## src/tcr_defs.svh

```systemverilog
// constants of the thermocouple result and fault block: offsets, fields, resets, timing
// assumes it is included by bare name from the design module
`ifndef TCR_DEFS_SVH
`define TCR_DEFS_SVH
// register offsets, read address space (writes use the same index with bit 7 set)
`define TCR_ADDR_CFG0 7'h00
`define TCR_ADDR_CFG1 7'h01
`define TCR_ADDR_MASK 7'h02
`define TCR_ADDR_CJHF 7'h03
`define TCR_ADDR_CJLF 7'h04
`define TCR_ADDR_LTHFH 7'h05
`define TCR_ADDR_LTHFL 7'h06
`define TCR_ADDR_LTLFH 7'h07
`define TCR_ADDR_LTLFL 7'h08
`define TCR_ADDR_CJTO 7'h09
`define TCR_ADDR_CJTH 7'h0A
`define TCR_ADDR_CJTL 7'h0B
`define TCR_ADDR_LIN2 7'h0C
`define TCR_ADDR_LIN1 7'h0D
`define TCR_ADDR_LIN0 7'h0E
`define TCR_ADDR_FAULT 7'h0F
`define TCR_UNMAPPED_DATA 8'hFF
// reset values
`define TCR_RST_CFG0 8'h00
`define TCR_RST_CFG1 8'h03
`define TCR_RST_MASK 8'hFF
`define TCR_RST_CJHF 8'h7F
`define TCR_RST_CJLF 8'hC0
`define TCR_RST_LTHF 16'h7FFF
`define TCR_RST_LTLF 16'h8000
`define TCR_RST_CJTO 8'h00
// configuration zero fields
`define TCR_C0_CMODE 7
`define TCR_C0_ONESHOT 6
`define TCR_C0_OC_HI 5
`define TCR_C0_OC_LO 4
`define TCR_C0_CJ_OFF 3
`define TCR_C0_INT_MODE 2
`define TCR_C0_FCLR 1
// cold-junction word clamp and table origin
`define TCR_CJ_MAX 18'h07FFC
`define TCR_CJ_MIN 18'h3C000
`define TCR_CJ_BIAS 16'h4000
`define TCR_OFFSET_SHIFT 4
`define TCR_LIN_SCALE 128
`define TCR_CJ_SCALE 256
`define TCR_SENS_SHIFT 6
// open test taken once per this many continuous conversions
`define TCR_OPEN_EVERY 16
// timing: clock rate and open-test lengths (typical, in microseconds)
`define TCR_CLK_MHZ 100
`define TCR_OPEN_CJ_01_US 13300
`define TCR_OPEN_CJ_10_US 33400
`define TCR_OPEN_CJ_11_US 113400
`define TCR_OPEN_NOCJ_01_US 40000
`define TCR_OPEN_NOCJ_10_US 60000
`define TCR_OPEN_NOCJ_11_US 140000
`endif

```

## src/tcr_pkg.sv

```systemverilog
// types shared by the thermocouple result and fault block
// assumes tcr_defs.svh is on the include path
package tcr_pkg;
   typedef enum logic [2:0] {
      TCR_S_IDLE,
      TCR_S_CONV,
      TCR_S_COMP,
      TCR_S_LIN,
      TCR_S_OPEN,
      TCR_S_DONE
   } tcr_state_t;

   typedef struct packed {
      logic cs_n;
      logic sclk;
      logic sdi;
   } tcr_spi_pins_t;

   // same bit order as the fault status register
   typedef struct packed {
      logic cj_range;
      logic tc_range;
      logic cj_high;
      logic cj_low;
      logic tc_high;
      logic tc_low;
      logic input_range_violation;
      logic open;
   } tcr_status_t;
endpackage : tcr_pkg

```

## src/tcr_top.sv

```systemverilog
// thermocouple result and fault logic: compensation, linearization, thresholds, serial port
// assumes front end on clk_in; serial pins and the input monitor are asynchronous
//
// What this block does
// [RULE1] cold-junction temperature to code by interpolated table
// [RULE2] add cold-junction code to raw conversion
// [RULE3] cold-junction word: 16-bit, bit2 is 1/64 degree
// [RULE4] store 19-bit result over three bytes, MSB first
// [RULE5] result word: 24-bit, bit8 is 1/16 degree
// [RULE6] host reads three result bytes in one burst
// [RULE7] cold-junction high/low thresholds set status and fault
// [RULE8] result high/low thresholds set status and fault
// [RULE9] result thresholds share the result encoding
// [RULE10] input over/undervoltage sets bit 1 and fault
// [RULE11] conversions pause while input violation persists
// [RULE12] open-detect field: 00 off, three window lengths
// [RULE13] single-shot runs open test every conversion
// [RULE14] continuous mode tests once every 16 conversions
// [RULE15] 00 then code requests one test after conversion
// [RULE16] disabling detection keeps open fault in comparator mode
// [RULE17] cold-junction measured during the open test
// [RULE18] open test length depends on code and sensing
// [RULE19] open circuit sets bit 0 and fault
// [RULE20] D7 cold-junction range, D6 hot-junction range
// [RULE21] clamp reported temperature at range limit
// [RULE22] range flags never drive the fault output
// [RULE23] cold-junction value clamped to -64..128 degrees
// [RULE24] cold-junction value includes signed offset register
// [RULE25] thresholds compare strictly, signed
`timescale 1ns/1ps
`include "tcr_defs.svh"

module tcr_top #(
   parameter int unsigned OPEN_CJ_01_CYC = `TCR_OPEN_CJ_01_US * `TCR_CLK_MHZ,
   parameter int unsigned OPEN_CJ_10_CYC = `TCR_OPEN_CJ_10_US * `TCR_CLK_MHZ,
   parameter int unsigned OPEN_CJ_11_CYC = `TCR_OPEN_CJ_11_US * `TCR_CLK_MHZ,
   parameter int unsigned OPEN_NOCJ_01_CYC = `TCR_OPEN_NOCJ_01_US * `TCR_CLK_MHZ,
   parameter int unsigned OPEN_NOCJ_10_CYC = `TCR_OPEN_NOCJ_10_US * `TCR_CLK_MHZ,
   parameter int unsigned OPEN_NOCJ_11_CYC = `TCR_OPEN_NOCJ_11_US * `TCR_CLK_MHZ
) (
   input wire logic clk_in,
   input wire logic reset_in,
   input wire logic spi_cs_n_in,
   input wire logic spi_sclk_in,
   input wire logic spi_sdi_in,
   output logic spi_sdo_out,
   output logic spi_sdo_oe_out,
   output logic fault_n_out,
   output logic data_ready_n_out,
   output logic adc_start_out,
   input wire logic adc_done_in,
   input wire logic [18:0] adc_code_in,
   input wire logic [13:0] cj_meas_in,
   output logic open_bias_out,
   input wire logic open_circuit_in,
   input wire logic input_range_violation_in
);
   // curve tables; the conversion curve is shared by all types, only sensitivity and range limits differ
   localparam int CJ_LUT [0:7] = '{-9300, -4600, 0, 4560, 9080, 13560, 18000, 22400};
   localparam int LIN_DEG [0:16] = '{-270, -262, -245, -220, -185, -140, -90, -45, 0,
                                     230, 460, 690, 920, 1150, 1380, 1600, 1800};
   localparam int SENS [0:7] = '{16, 118, 90, 64, 56, 16, 15, 81};
   localparam int HOT_LO [0:7] = '{250, -200, -210, -200, -200, -50, -50, -200};
   localparam int HOT_HI [0:7] = '{1820, 1000, 1200, 1372, 1300, 1768, 1768, 400};
   localparam int CJ_LO [0:7] = '{0, -55, -55, -55, -55, -50, -50, -55};
   localparam int CJ_HI = 125;

   // synchronisers for pins from outside the clock domain
   tcr_pkg::tcr_spi_pins_t pin_meta, pin_sync, pin_prev;
   logic viol_meta, viol_sync;

   // registers
   logic [7:0] cfg0, cfg1, mask, cjhf, cjlf, cjto;
   logic [15:0] lthf, ltlf, cj_word, cj_shadow;
   logic [23:0] lin_word, lin_shadow;
   tcr_pkg::tcr_status_t status;
   logic oc_zeroed, demand_req;

   // serial port state
   logic idle_pol, is_write, addr_phase;
   logic [2:0] bit_cnt;
   logic [6:0] addr;
   logic [7:0] shift_in, tx;
   logic lead_edge, trail_edge, cs_fall, byte_done, wr_en, rd_load, drdy_clr;
   logic [7:0] rx_byte, rd_data;
   logic [6:0] rd_addr;

   // conversion engine
   tcr_pkg::tcr_state_t state;
   logic [23:0] cyc_cnt;
   logic [3:0] conv_cnt;
   logic test_due, cj_load, result_upd, open_upd, open_result, conv_complete;
   logic demand_taken;
   logic [18:0] raw_code;
   logic signed [19:0] cj_code;
   logic [15:0] cj_next;
   logic [15:0] cj_clamped;
   logic [1:0] oc_sel;
   logic cj_en;
   logic [2:0] tc_type;

   // combinational results
   logic signed [19:0] cj_equiv, lin_val;
   logic [18:0] comp_code, lin_clamped;
   logic hot_out, cj_out, cj_hi_x, cj_lo_x, tc_hi_x, tc_lo_x;
   logic [23:0] open_len;

   function automatic logic signed [19:0] interp(input logic signed [19:0] y0,
         input logic signed [19:0] y1, input logic [14:0] frac, input int unsigned sh);
      logic signed [36:0] prod;
      prod = (y1 - y0) * $signed({1'b0, frac});
      interp = y0 + 20'(prod >>> sh);
   endfunction : interp

   assign oc_sel = {cfg0[`TCR_C0_OC_HI], cfg0[`TCR_C0_OC_LO]};
   assign cj_en = ~cfg0[`TCR_C0_CJ_OFF];
   assign tc_type = cfg1[2:0];

   always_ff @(posedge clk_in or posedge reset_in) begin
      if (reset_in) begin
         pin_meta <= '{cs_n: 1'b1, sclk: 1'b0, sdi: 1'b0};
         pin_sync <= '{cs_n: 1'b1, sclk: 1'b0, sdi: 1'b0};
         pin_prev <= '{cs_n: 1'b1, sclk: 1'b0, sdi: 1'b0};
         viol_meta <= 1'b0;
         viol_sync <= 1'b0;
      end else begin
         pin_meta <= '{cs_n: spi_cs_n_in, sclk: spi_sclk_in, sdi: spi_sdi_in};
         pin_sync <= pin_meta;
         pin_prev <= pin_sync;
         viol_meta <= input_range_violation_in;
         viol_sync <= viol_meta;
      end
   end

   // clock polarity is whatever sclk idles at when select falls
   assign cs_fall = pin_prev.cs_n & ~pin_sync.cs_n;
   assign lead_edge = ~pin_sync.cs_n & ~pin_prev.cs_n & (pin_prev.sclk == idle_pol)
                      & (pin_sync.sclk != idle_pol);
   assign trail_edge = ~pin_sync.cs_n & ~pin_prev.cs_n & (pin_prev.sclk != idle_pol)
                       & (pin_sync.sclk == idle_pol);
   assign rx_byte = {shift_in[6:0], pin_sync.sdi};
   assign byte_done = trail_edge & (bit_cnt == 3'h7);
   assign wr_en = byte_done & ~addr_phase & is_write;
   assign rd_load = byte_done & (addr_phase ? ~rx_byte[7] : ~is_write);
   assign rd_addr = addr_phase ? rx_byte[6:0] : addr + 7'h01;
   assign drdy_clr = rd_load & ((rd_addr >= `TCR_ADDR_LIN2 && rd_addr <= `TCR_ADDR_LIN0)
                     | (cj_en & (rd_addr == `TCR_ADDR_CJTH || rd_addr == `TCR_ADDR_CJTL)));

   always_ff @(posedge clk_in or posedge reset_in) begin
      if (reset_in) begin
         idle_pol <= 1'b0;
      end else if (cs_fall) begin
         idle_pol <= pin_sync.sclk;
      end
   end

   always_ff @(posedge clk_in or posedge reset_in) begin
      if (reset_in) begin
         bit_cnt <= 3'h0;
         shift_in <= 8'h00;
         addr <= 7'h00;
         is_write <= 1'b0;
         addr_phase <= 1'b1;
         tx <= 8'h00;
         spi_sdo_out <= 1'b0;
         spi_sdo_oe_out <= 1'b0;
      end else if (pin_sync.cs_n) begin
         bit_cnt <= 3'h0;
         addr_phase <= 1'b1;
         spi_sdo_oe_out <= 1'b0;
      end else begin
         if (trail_edge) begin
            shift_in <= rx_byte;
            bit_cnt <= bit_cnt + 3'h1;
            if (bit_cnt == 3'h7) begin
               addr_phase <= 1'b0;
               if (addr_phase) begin
                  addr <= rx_byte[6:0];
                  is_write <= rx_byte[7];
               end else begin
                  // bursts wrap inside the 7-bit space
                  addr <= addr + 7'h01;
               end
            end
         end
         // output stays released until a full byte is ready
         if (rd_load) begin
            tx <= rd_data;
            spi_sdo_oe_out <= 1'b1;
         end else if (lead_edge && spi_sdo_oe_out) begin
            spi_sdo_out <= tx[7];
            tx <= {tx[6:0], 1'b0};
         end
      end
   end

   // [RULE6] burst snapshot at select
   always_ff @(posedge clk_in or posedge reset_in) begin
      if (reset_in) begin
         lin_shadow <= 24'h000000;
         cj_shadow <= 16'h0000;
      end else if (cs_fall) begin
         lin_shadow <= lin_word;
         cj_shadow <= cj_word;
      end
   end

   always_comb begin
      case (rd_addr)
         `TCR_ADDR_CFG0: rd_data = cfg0;
         `TCR_ADDR_CFG1: rd_data = cfg1;
         `TCR_ADDR_MASK: rd_data = mask;
         `TCR_ADDR_CJHF: rd_data = cjhf;
         `TCR_ADDR_CJLF: rd_data = cjlf;
         `TCR_ADDR_LTHFH: rd_data = lthf[15:8];
         `TCR_ADDR_LTHFL: rd_data = lthf[7:0];
         `TCR_ADDR_LTLFH: rd_data = ltlf[15:8];
         `TCR_ADDR_LTLFL: rd_data = ltlf[7:0];
         `TCR_ADDR_CJTO: rd_data = cjto;
         `TCR_ADDR_CJTH: rd_data = cj_shadow[15:8];
         `TCR_ADDR_CJTL: rd_data = cj_shadow[7:0];
         // [RULE4] result bytes, most significant first
         `TCR_ADDR_LIN2: rd_data = lin_shadow[23:16];
         `TCR_ADDR_LIN1: rd_data = lin_shadow[15:8];
         `TCR_ADDR_LIN0: rd_data = lin_shadow[7:0];
         `TCR_ADDR_FAULT: rd_data = status;
         default: rd_data = `TCR_UNMAPPED_DATA;
      endcase
   end

   always_ff @(posedge clk_in or posedge reset_in) begin
      if (reset_in) begin
         cfg0 <= `TCR_RST_CFG0;
         cfg1 <= `TCR_RST_CFG1;
         mask <= `TCR_RST_MASK;
         cjhf <= `TCR_RST_CJHF;
         cjlf <= `TCR_RST_CJLF;
         lthf <= `TCR_RST_LTHF;
         ltlf <= `TCR_RST_LTLF;
         cjto <= `TCR_RST_CJTO;
         cj_word <= 16'h0000;
         oc_zeroed <= 1'b0;
         demand_req <= 1'b0;
      end else begin
         // one-shot and fault clear drop by themselves; a fresh write wins
         if (conv_complete) cfg0[`TCR_C0_ONESHOT] <= 1'b0;
         cfg0[`TCR_C0_FCLR] <= 1'b0;
         if (demand_taken) demand_req <= 1'b0;
         if (cj_load && cj_en) cj_word <= cj_next;
         if (wr_en) begin
            case (addr)
               `TCR_ADDR_CFG0: begin
                  cfg0 <= rx_byte;
                  // [RULE15] off then on asks for one test
                  if (rx_byte[`TCR_C0_OC_HI:`TCR_C0_OC_LO] == 2'h0) begin
                     oc_zeroed <= 1'b1;
                  end else if (oc_zeroed) begin
                     oc_zeroed <= 1'b0;
                     demand_req <= 1'b1;
                  end
               end
               `TCR_ADDR_CFG1: cfg1 <= rx_byte;
               `TCR_ADDR_MASK: mask <= rx_byte;
               `TCR_ADDR_CJHF: cjhf <= rx_byte;
               `TCR_ADDR_CJLF: cjlf <= rx_byte;
               `TCR_ADDR_LTHFH: lthf[15:8] <= rx_byte;
               `TCR_ADDR_LTHFL: lthf[7:0] <= rx_byte;
               `TCR_ADDR_LTLFH: ltlf[15:8] <= rx_byte;
               `TCR_ADDR_LTLFL: ltlf[7:0] <= rx_byte;
               `TCR_ADDR_CJTO: cjto <= rx_byte;
               // external sensor value only while the internal one is off
               `TCR_ADDR_CJTH: if (!cj_en) cj_word[15:8] <= rx_byte;
               `TCR_ADDR_CJTL: if (!cj_en) cj_word[7:2] <= rx_byte[7:2];
               default: ;
            endcase
         end
      end
   end

   always_comb begin
      logic [15:0] cj_u;
      logic signed [19:0] cj_base;
      logic signed [28:0] cj_prod;
      logic signed [17:0] cj_sum;
      logic [4:0] li;
      cj_u = 16'h0000;
      cj_base = 20'sh00000;
      cj_prod = 29'sh0000000;
      cj_sum = 18'sh00000;
      li = 5'h00;
      // [RULE1] interpolate in 32-degree steps from -64 degrees
      cj_u = cj_word + `TCR_CJ_BIAS;
      cj_base = interp(20'(CJ_LUT[cj_u[15:13]]), 20'(CJ_LUT[3'(cj_u[15:13] + 3'h1)]),
                       {2'h0, cj_u[12:0]}, 13);
      cj_prod = cj_base * $signed({1'b0, 8'(SENS[tc_type])});
      cj_equiv = 20'(cj_prod >>> `TCR_SENS_SHIFT);
      // [RULE2] compensated code
      comp_code = 19'(raw_code + cj_code[18:0]);
      li = {1'b0, ~comp_code[18], comp_code[17:15]};
      lin_val = interp(20'(LIN_DEG[li] * `TCR_LIN_SCALE),
                       20'(LIN_DEG[5'(li + 5'h01)] * `TCR_LIN_SCALE), comp_code[14:0], 15);
      // [RULE20] hot-junction range for the type
      hot_out = (lin_val < 20'(HOT_LO[tc_type] * `TCR_LIN_SCALE))
                | (lin_val > 20'(HOT_HI[tc_type] * `TCR_LIN_SCALE));
      // [RULE21] report the limit instead
      if (lin_val < 20'(HOT_LO[tc_type] * `TCR_LIN_SCALE)) begin
         lin_clamped = 19'(HOT_LO[tc_type] * `TCR_LIN_SCALE);
      end else if (lin_val > 20'(HOT_HI[tc_type] * `TCR_LIN_SCALE)) begin
         lin_clamped = 19'(HOT_HI[tc_type] * `TCR_LIN_SCALE);
      end else begin
         lin_clamped = lin_val[18:0];
      end
      cj_out = ($signed(cj_word) < 16'(CJ_LO[tc_type] * `TCR_CJ_SCALE))
               | ($signed(cj_word) > 16'(CJ_HI * `TCR_CJ_SCALE));
      // [RULE25] strict signed compare
      cj_hi_x = $signed(cj_word) > $signed({cjhf, 8'h00});
      cj_lo_x = $signed(cj_word) < $signed({cjlf, 8'h00});
      // [RULE9] thresholds align with result bits 23:8
      tc_hi_x = $signed(lin_clamped[18:3]) > $signed(lthf);
      tc_lo_x = $signed(lin_clamped[18:3]) < $signed(ltlf);
      // [RULE24] measured plus offset, offset lsb 1/16 degree
      cj_sum = $signed({{4{cj_meas_in[13]}}, cj_meas_in})
               + $signed({{8{cjto[7]}}, cjto, 2'h0});
      // [RULE23] clamp to -64 and just under 128 degrees
      cj_sum = {cj_sum[15:0], 2'h0};
      if (cj_sum > $signed(`TCR_CJ_MAX)) cj_sum = $signed(`TCR_CJ_MAX);
      else if (cj_sum < $signed(`TCR_CJ_MIN)) cj_sum = $signed(`TCR_CJ_MIN);
      cj_clamped = cj_sum[15:0];
   end

   // [RULE3] low two bits of the word stay zero
   always_ff @(posedge clk_in or posedge reset_in) begin
      if (reset_in) begin
         cj_next <= 16'h0000;
      end else begin
         cj_next <= {cj_clamped[15:2], 2'h0};
      end
   end

   // [RULE18] window length by code and sensing
   always_comb begin
      case ({cj_en, oc_sel})
         3'h5: open_len = 24'(OPEN_CJ_01_CYC);
         3'h6: open_len = 24'(OPEN_CJ_10_CYC);
         3'h7: open_len = 24'(OPEN_CJ_11_CYC);
         3'h1: open_len = 24'(OPEN_NOCJ_01_CYC);
         3'h2: open_len = 24'(OPEN_NOCJ_10_CYC);
         3'h3: open_len = 24'(OPEN_NOCJ_11_CYC);
         default: open_len = 24'h000001;
      endcase
   end

   always_ff @(posedge clk_in or posedge reset_in) begin
      if (reset_in) begin
         state <= tcr_pkg::TCR_S_IDLE;
         cyc_cnt <= 24'h000000;
         conv_cnt <= 4'h0;
         test_due <= 1'b0;
         raw_code <= 19'h00000;
         cj_code <= 20'sh00000;
         lin_word <= 24'h000000;
         adc_start_out <= 1'b0;
         open_bias_out <= 1'b0;
         cj_load <= 1'b0;
         result_upd <= 1'b0;
         open_upd <= 1'b0;
         open_result <= 1'b0;
         conv_complete <= 1'b0;
         demand_taken <= 1'b0;
      end else begin
         adc_start_out <= 1'b0;
         cj_load <= 1'b0;
         result_upd <= 1'b0;
         open_upd <= 1'b0;
         conv_complete <= 1'b0;
         demand_taken <= 1'b0;
         case (state)
            tcr_pkg::TCR_S_IDLE: begin
               // [RULE11] no start while inputs are out of range
               if (!viol_sync && (cfg0[`TCR_C0_CMODE] || cfg0[`TCR_C0_ONESHOT])) begin
                  adc_start_out <= 1'b1;
                  state <= tcr_pkg::TCR_S_CONV;
               end
            end
            tcr_pkg::TCR_S_CONV: begin
               if (viol_sync) begin
                  // [RULE11] drop the conversion, retry when clear
                  state <= tcr_pkg::TCR_S_IDLE;
               end else if (adc_done_in) begin
                  raw_code <= adc_code_in;
                  // [RULE12] [RULE13] [RULE14] [RULE15] decide on a test
                  test_due <= (oc_sel != 2'h0) && (!cfg0[`TCR_C0_CMODE]
                              || conv_cnt == 4'h0 || demand_req);
                  // [RULE17] with a test due, sensing rides inside it
                  cj_load <= (oc_sel == 2'h0) || !(!cfg0[`TCR_C0_CMODE]
                             || conv_cnt == 4'h0 || demand_req);
                  state <= tcr_pkg::TCR_S_COMP;
               end
            end
            tcr_pkg::TCR_S_COMP: begin
               cj_code <= cj_equiv;
               state <= tcr_pkg::TCR_S_LIN;
            end
            tcr_pkg::TCR_S_LIN: begin
               // [RULE5] 19 bits on top, low five zero
               lin_word <= {lin_clamped, 5'h00};
               result_upd <= 1'b1;
               if (test_due) begin
                  open_bias_out <= 1'b1;
                  cyc_cnt <= open_len;
                  demand_taken <= 1'b1;
                  state <= tcr_pkg::TCR_S_OPEN;
               end else begin
                  state <= tcr_pkg::TCR_S_DONE;
               end
            end
            tcr_pkg::TCR_S_OPEN: begin
               if (cyc_cnt <= 24'h000001) begin
                  open_bias_out <= 1'b0;
                  open_result <= open_circuit_in;
                  open_upd <= 1'b1;
                  cj_load <= 1'b1;
                  state <= tcr_pkg::TCR_S_DONE;
               end else begin
                  cyc_cnt <= cyc_cnt - 24'h000001;
               end
            end
            tcr_pkg::TCR_S_DONE: begin
               conv_complete <= 1'b1;
               conv_cnt <= conv_cnt + 4'h1;
               state <= tcr_pkg::TCR_S_IDLE;
            end
            default: state <= tcr_pkg::TCR_S_IDLE;
         endcase
      end
   end

   // comparator mode follows each update, interrupt mode latches; a set beats a clear
   always_ff @(posedge clk_in or posedge reset_in) begin
      if (reset_in) begin
         status <= '0;
      end else if (cfg0[`TCR_C0_INT_MODE]) begin
         status <= (cfg0[`TCR_C0_FCLR] ? '0 : status)
                   | {{6{result_upd}} & {cj_out, hot_out, cj_hi_x, cj_lo_x, tc_hi_x, tc_lo_x},
                      viol_sync, open_upd & open_result};
      end else begin
         if (result_upd) begin
            // [RULE20] [RULE7] [RULE8] range and threshold flags
            status.cj_range <= cj_out;
            status.tc_range <= hot_out;
            status.cj_high <= cj_hi_x;
            status.cj_low <= cj_lo_x;
            status.tc_high <= tc_hi_x;
            status.tc_low <= tc_lo_x;
         end
         // [RULE10] live input violation flag
         status.input_range_violation <= viol_sync;
         // [RULE19] [RULE16] open flag changes only when a test ends
         if (open_upd) status.open <= open_result;
      end
   end

   always_ff @(posedge clk_in or posedge reset_in) begin
      if (reset_in) begin
         fault_n_out <= 1'b1;
         data_ready_n_out <= 1'b1;
      end else begin
         // [RULE22] only bits 5:0 reach the fault pin
         fault_n_out <= ~|(status[5:0] & ~mask[5:0]);
         if (result_upd) data_ready_n_out <= 1'b0;
         else if (drdy_clr) data_ready_n_out <= 1'b1;
      end
   end
endmodule : tcr_top

```

## config.mk

```make
export PLATFORM = sky130hd
export DESIGN_NAME = tcr_top
export DESIGN_NICKNAME = d
export VERILOG_FILES = /design/src/tcr_pkg.sv /design/src/tcr_top.sv
export VERILOG_INCLUDE_DIRS = /design/src /design/src/src
export SDC_FILE = /design/constraint.sdc
export NUM_CORES = 2
export LEC_CHECK = 0
export BUFFER_PORTS_ARGS = -buffer_cell sky130_fd_sc_hd__buf_2
export CORE_MARGIN = 2
export CORE_UTILIZATION = 71
export DETAILED_ROUTE_END_ITERATION = 10
export PLACE_DENSITY_LB_ADDON = 0.08
export SYNTH_ARGS = -nofsm -noshare
export SYNTH_HDL_FRONTEND = slang
export SYNTH_SLANG_ARGS = --single-unit
```

## constraint.sdc

```tcl
create_clock -name clk_in -period 44.1 [get_ports clk_in]
set_clock_uncertainty 0.1 [all_clocks]
set_input_delay 8.82 -clock clk_in [delete_from_list [all_inputs] [get_ports clk_in]]
set_output_delay 8.82 -clock clk_in [all_outputs]
set_load 0.01 [all_outputs]
```

**Word-level counts from Yosys, hierarchy flattened**

Memory sizes are Yosys's and may differ from the RTL's.
Cells that the tools add are included.

- Add/subtract/negate cells: 13
- Multiply operators: 3
- Div/mod/pow operators: 0
- Order comparisons: 18
- Equality and inequality tests: 47
- Shifts and indexed selects: 0
- Mux-type cells: 77
- Bitwise logic cells: 34
- Reduce and logical (&&, ||, !) cells: 51

Operator list:

| kind | count |
|---|---|
| 24-bit case mux with 6 select lines | 1 |
| 8-bit case mux with 16 select lines | 1 |
| 13-bit two-way mux | 8 |
| 7-bit by 4-bit equality test with 1-bit output, second input constant | 12 |
| 20-bit two-way mux | 4 |
| 8-bit two-way mux | 10 |
| 7-bit by 3-bit equality test with 1-bit output, second input constant | 8 |
| 16-bit less-than comparator | 3 |
| 16-bit two-way mux | 3 |
| 24-bit two-way mux | 2 |
| 24-bit case mux with 2 select lines | 1 |
| 20-bit by 20-bit subtractor with 21-bit output | 2 |
| 20-bit adder | 2 |
| 19-bit two-way mux | 2 |
| 21-bit by 16-bit multiplier with 35-bit output | 1 |
| 21-bit by 14-bit multiplier with 33-bit output | 1 |
| 16-bit greater-than comparator | 2 |
| 1-bit two-way mux | 29 |
| 7-bit by 2-bit equality test with 1-bit output, second input constant | 4 |
| 2-bit AND reduction | 14 |
| 20-bit by 9-bit multiplier with 25-bit output | 1 |
| 24-bit by 1-bit less-or-equal comparator with 1-bit output, second input constant | 1 |
| 24-bit by 1-bit subtractor with 24-bit output, second input constant | 1 |
| 7-bit two-way mux | 3 |
| other kinds (49) | 127 |

- Register bits: 290
- Latch bits: 0
- RAM bits: 0
- Bits in read-only memories: 3584
- Input port bits: 41
- Output and inout port bits: 6
- Word-level logic and storage cells: 312
- Memories: 8

Memories:

| name | depth | bits a word | read ports | clocked after Yosys merged registers in | wr ports | RTL line | source |
|---|---|---|---|---|---|---|---|
| (no name shown) | 32 | 32 | 1 | 0 | 0 | tcr_top.sv:301 | `` 20'(LIN_DEG[5'(li + 5'h01)] * `TCR_LIN_SCALE), comp_code[14:0], 15); `` |
| (no name shown) | 32 | 32 | 1 | 0 | 0 | tcr_top.sv:300 | `` lin_val = interp(20'(LIN_DEG[li] * `TCR_LIN_SCALE), `` |
| (no name shown) | 8 | 32 | 1 | 0 | 0 | tcr_top.sv:313 | `` cj_out = ($signed(cj_word) < 16'(CJ_LO[tc_type] * `TCR_CJ_SCALE)) `` |
| (no name shown) | 8 | 32 | 1 | 0 | 0 | tcr_top.sv:309 | `` lin_clamped = 19'(HOT_HI[tc_type] * `TCR_LIN_SCALE); `` |
| (no name shown) | 8 | 32 | 1 | 0 | 0 | tcr_top.sv:307 | `` lin_clamped = 19'(HOT_LO[tc_type] * `TCR_LIN_SCALE); `` |
| (no name shown) | 8 | 32 | 1 | 0 | 0 | tcr_top.sv:295 | `cj_prod = cj_base * $signed({1'b0, 8'(SENS[tc_type])});` |
| +2 memories | - | - | - | - | - | - |  |

**Depth between registers and ports, before layout**

- Depth in word-level cells: 17
- Mapped depth: 86
- Depth with buffers taken out: 82

**Least setup slack after synthesis**

OpenSTA, ideal clock, no wires.

- Path kind: flip-flop to flip-flop
- Start: register raw_code[1]
- End: register status[2] in the netlist's numbering
- Library setup time: 0.065 ns
- Arrival time: 16.619 ns
- Data required time: 43.935 ns
- Slack: 27.316 ns
- Cell stages (with the launch flop): 77
- Path buffers: 3
- Period minus slack after synthesis: 16.784 ns
- Cells stage by stage: dfrtp_1 ha_1 a211oi_1 o21ai_0 a31oi_1 o31a_1 o21bai_1 a21oi_1 o21bai_1 a21oi_1 xnor2_1 clkbuf_1 ha_1 and2_1 clkbuf_1 mux2i_1 o22ai_1 a221oi_1 (+41 left out) a21oi_2 nor2_1 ha_1 nor2b_1 a31oi_1 clkbuf_1 nor2_1 a21oi_2 ha_1 a21o_1 a21oi_1 nor2b_1 o21ai_0 nand2b_1 a21oi_1 o21ai_0 a2111oi_1 a211o_1

- Cells in the longest elaborated chain, start to end: 17
- Elaborated cells on any way between the ends: 23
- Classes of those cells: add/sub: 4; mul: 1; order compare: 3; mux: 8; bitwise: 5; memory: 2

Ends and longest elaborated chain:

| item | RTL line | source |
|---|---|---|
| start, declared | tcr_top.sv:94 | `logic [18:0] raw_code;` |
| start signal, assigned | tcr_top.sv:390 | `raw_code <= adc_code_in;` |
| 19-bit adder (*) | tcr_top.sv:298 | `comp_code = 19'(raw_code + cj_code[18:0]);` |
| 1-bit NOT | tcr_top.sv:299 | `li = {1'b0, ~comp_code[18], comp_code[17:15]};` |
| 4-bit by 1-bit adder with 5-bit output | tcr_top.sv:301 |  |
| 5-bit NOT with 6-bit output (implied by the code) | tcr_top.sv:301 |  |
| memory read 32 x 32 bit | - |  |
| 13-bit two-way mux (implied by the code) (2 in a row) | tcr_top.sv:301 |  |
| 20-bit by 20-bit subtractor with 21-bit output | tcr_top.sv:111 | `prod = (y1 - y0) * $signed({1'b0, frac});` |
| 21-bit by 16-bit multiplier with 35-bit output | tcr_top.sv:111 |  |
| 20-bit adder (*) | tcr_top.sv:112 | `interp = y0 + 20'(prod >>> sh);` |
| 20-bit greater-than comparator | tcr_top.sv:308 | `` end else if (lin_val > 20'(HOT_HI[tc_type] * `TCR_LIN_SCALE)) begin `` |
| 19-bit two-way mux | tcr_top.sv:308 |  |
| 19-bit two-way mux (*) | tcr_top.sv:306 | `` if (lin_val < 20'(HOT_LO[tc_type] * `TCR_LIN_SCALE)) begin `` |
| net lin_clamped[12] | tcr_top.sv:104 | `logic [18:0] comp_code, lin_clamped;` |
| 16-bit less-than comparator (*) | tcr_top.sv:320 | `tc_lo_x = $signed(lin_clamped[18:3]) < $signed(ltlf);` |
| 6-bit AND | tcr_top.sv:444 | `\| {{6{result_upd}} & {cj_out, hot_out, cj_hi_x, cj_lo_x, tc_hi_x, tc_lo_x},` |
| 8-bit OR | tcr_top.sv:443 | `` status <= (cfg0[`TCR_C0_FCLR] ? '0 : status) `` |
| 8-bit two-way mux (*) | tcr_top.sv:442 | `` end else if (cfg0[`TCR_C0_INT_MODE]) begin `` |
| end signal, assigned | tcr_top.sv:443 |  |
| end, declared | tcr_top.sv:76 | `tcr_pkg::tcr_status_t status;` |

Mark *: on every way through the listed nets, which the timed path passes. The rest lies on a longest branch. The select of a mux whose other input is x is not followed.
A chain may end at the register's enable or synchronous reset.

**Worst setup path in the final report**

- Start: register raw_code[0]
- End: register status[3] in the netlist's numbering

- Cells in the longest elaborated chain, start to end: 17
- Elaborated cells on any way between the ends: 23
- Classes of those cells: add/sub: 4; mul: 1; order compare: 3; mux: 8; bitwise: 5; memory: 2

Ends and longest elaborated chain:

| item | RTL line | source |
|---|---|---|
| 19-bit adder (*) | tcr_top.sv:298 |  |
| 1-bit NOT | tcr_top.sv:299 |  |
| 4-bit by 1-bit adder with 5-bit output | tcr_top.sv:301 |  |
| 5-bit NOT with 6-bit output (implied by the code) | tcr_top.sv:301 |  |
| memory read 32 x 32 bit | - |  |
| 13-bit two-way mux (implied by the code) (2 in a row) | tcr_top.sv:301 |  |
| 20-bit by 20-bit subtractor with 21-bit output | tcr_top.sv:111 |  |
| 21-bit by 16-bit multiplier with 35-bit output | tcr_top.sv:111 |  |
| 20-bit adder (*) | tcr_top.sv:112 |  |
| 20-bit greater-than comparator | tcr_top.sv:308 |  |
| 19-bit two-way mux | tcr_top.sv:308 |  |
| 19-bit two-way mux (*) | tcr_top.sv:306 |  |
| net lin_clamped[4] | tcr_top.sv:104 |  |
| 16-bit greater-than comparator (*) | tcr_top.sv:319 | `tc_hi_x = $signed(lin_clamped[18:3]) > $signed(lthf);` |
| 6-bit AND | tcr_top.sv:444 |  |
| 8-bit OR | tcr_top.sv:443 |  |
| 8-bit two-way mux (*) | tcr_top.sv:442 |  |

Marks and branches as above.

==> metrics.cfg <==
[route]
antenna_left=0
vias_per_cell=6.02
postRouteWirelength_um=95400
dr.pass1.iters=9
vias=29600
drc=0
wl_per_cell_um=19.4
drt-initial-drc-count=2463

[timing]
setup_viol=0
period_needed_ns=18.26
fin_crit_sh=0.414
hold_slack_ns=0.211
worst_pin_slew_ns=1.23
final_max_slew_viol_count=0
relSlewSlack=0.179
grt_setup_unrepaired=no
max_freq_mhz=54.8
hold_viol=0
setup_tns_ns=0

[finish]
final-seq-area_um2=7310
fill_cells=3930
finalNetCount=5115
layout_commonest_cell=inv_1
layout_common_cells=inv_1, fa_1, nand2_1
final_area_um2=40200
final_cells=4909
area_growth_syn_to_layout_pct=5.59
drive_gt1_frac=0.0810
multi_input_area_um2=27700

[clocking]
cts_inserted_buffers=34
hold_buffers=0
cts_tree=yes
clk_pin_slew_worst_paths_ns=0.07
cts-root-buf=clkbuf_16
postCtsSetupBuffers=0
htreeDepth=2
cts_buffer_depth=3
cts_resized=0
clk-insertion-delay-late_ns=0.58
clock_sinks=290

[logic_synthesis]
postSynth.asyncResetShare=1.00
synthFlopType=dfrtp_1
ys_warn_count=0
synth_top_family_by_area=adder cells
yosys.area_share.simple=0.144
synth_fa_ha_area_frac=0.385
postSynthAreaPerCell_um2=9.05
synthCells=4203
synth.cell_area_um2=38000
synth_xor_area_frac=0.0434
ys_ff_latch=290
synth_cell_types=82
yosysSeqAreaShare=0.192
synth_compound_area_frac=0.112
synth.area.mux_share=0.0426
synth-edff-count=0

[die]
die_w_um=235
core_um2=52800
dieHeight_um=235
row_count=84
die-area_um2=55500
ioPinCount=47
start_util=0.721

[status]
outcome=finished, final reports clean

[critical_path]
path_max_fanout=17
cp-end-kind=register
crit_path_end=status[3]$_DFFE_PP0P_
slowest_stage=nor2_1
r2r_slack_ns=25.84
reg2reg_depth=78
start_kind=register
cp.arrival_ns=18.63
cpPeakStageDelay_ns=0.63
reg2reg_from=raw_code[0]$_DFFE_PP0P_
critical_path_class=reg2reg
timing.rr.end=status[3]$_DFFE_PP0P_
cp.required_ns=44.47
startpoint=raw_code[0]$_DFFE_PP0P_

[global_routing]
track_usage=0.356
grt_pass1_vias=30600
grt_start_max_net_pins=184
grt_antenna_before_repair=1
grt_overflow_total=0
grt_pass1_wl_um=158000

[placement]
routabilityCongestion=1.04
placed_area_um2=39000
place.port_buffers=46
hpwl_um=75100
placedCellCount=4846

[flow_run]
cap_violations=0

[worst_hold_path]
hp-class=reg2reg

## stage by stage
step                      setup slack [ns]   util
after floorplan                      27.24      -
after global placement               26.49  0.739
after detailed placement             26.05  0.739
after CTS                            26.01  0.761
after global routing                 24.52  0.761
final                                25.84  0.761
## how the worst min path moves through the flow
| stage | slack (ns) | to | depth (start not counted) | from |
|---|---|---|---|---|
| finish | 0.21 | pin_sync[0]$_DFF_PP0_ | 0 | pin_meta[0]$_DFF_PP0_ |
| floorplan | 0.23 | pin_sync[0]$_DFF_PP0_ | 0 | pin_meta[0]$_DFF_PP0_ |
| global route | 0.22 | pin_sync[0]$_DFF_PP0_ | 0 | pin_meta[0]$_DFF_PP0_ |
| CTS | 0.21 | pin_sync[0]$_DFF_PP0_ | 0 | pin_meta[0]$_DFF_PP0_ |
| detailed placement | 0.24 | pin_sync[0]$_DFF_PP0_ | 0 | pin_meta[0]$_DFF_PP0_ |
| global placement | 0.23 | pin_sync[0]$_DFF_PP0_ | 0 | pin_meta[0]$_DFF_PP0_ |
## registers in the layout, summed over array words and instances, names as in the netlist, 8 cells and up
signal	count
cfg0	8
lin_word	19
mask	8
cj_word	14
lin_shadow	19
tx	8
cj_shadow	14
lthf	16
cfg1	8
ltlf	16
cj_code	19
raw_code	19
cjto	8
cj_next	14
cjhf	8
status	8
cyc_cnt	24
cjlf	8
## layout make-up
class	count	share of cell area
repair buffers	89	0.0141
multi-input cells	3099	0.690
clock inverters	10	0.00517
well taps	688	0.0214
inverters	680	0.0637
flip-flops and latches	290	0.182
diodes	1	0.0000623
clock buffers	52	0.0241
## synthesized netlist by cell type, types with 5 or more instances
cell      number  area, um^2
a222oi_1      11         110
nor4_1         8        50.1
a22o_1        15         131
a22oi_1        9        67.6
nand3_1       38         190
ha_1         397        4970
mux2i_1       29         290
o31ai_1        9        67.6
and4_1         5        43.8
a211oi_1      16         120
o21bai_1      11        82.6
inv_1        677        2540
fa_1         483        9670
o21ai_1        8        40.0
a31oi_1       32         200
a21oi_1      176         881
buf_1          8        30.0
nand4_1       20         125
mux2_2       118        1330
clkbuf_1     128         480
nand3b_1       6        45.0
o21ai_0      189         946
a31o_2         5        43.8
or2_2         20         125
nand2_1      480        1800
nor2b_1       52         325
xor2_1        64         561
nor2_1       319        1200
o22ai_1       12        75.1
dfstp_2       41        1080
nor3_1        43         215
dfrtp_1      249        6230
a21o_1        62         465
and2_1        98         613
o31a_1         6        52.6
a221oi_1      26         228
o21a_1        38         285
xnor2_1      122        1070
nand2b_1      71         444
a21boi_0      10        75.1
and3_1        11        68.8
or3_1         15        93.8
## cells by family (layout without fill, tap and decap cells)
| group | after synthesis | in the layout |
|---|---|---|
| compound gates | 673 | 673 |
| xor+xnor | 187 | 187 |
| fa+ha+maj | 880 | 880 |
| buf+inv | 821 | 831 |
| flops | 290 | 290 |
| mux | 147 | 147 |
| other cells | 2 | 10 |
| simple gates | 1203 | 1203 |
## layer usage
metal,share of wire,up-vias,global-route usage
li1,-,13500,-
met1,0.42,14500,0.485
met2,0.46,1238,0.582
met3,0.076,281,0.0543
met4,0.044,0,0.136
met5,0,-,0
## critical path, delay by kind of cell, from the launching register on
| family | cells | cell delay (ns) |
|---|---|---|
| adders and majority gates | 16 | 6.37 |
| and+or+nand+nor | 23 | 4.04 |
| AOI/OAI and AO/OA | 31 | 6.04 |
| xor gates and xnor gates | 2 | 0.70 |
| DFF | 1 | 0.35 |
| buffers and inverters | 6 | 0.60 |
Power is not shown: default switching activity piles up to over one toggle a cycle in this logic, so the estimate is an artifact.
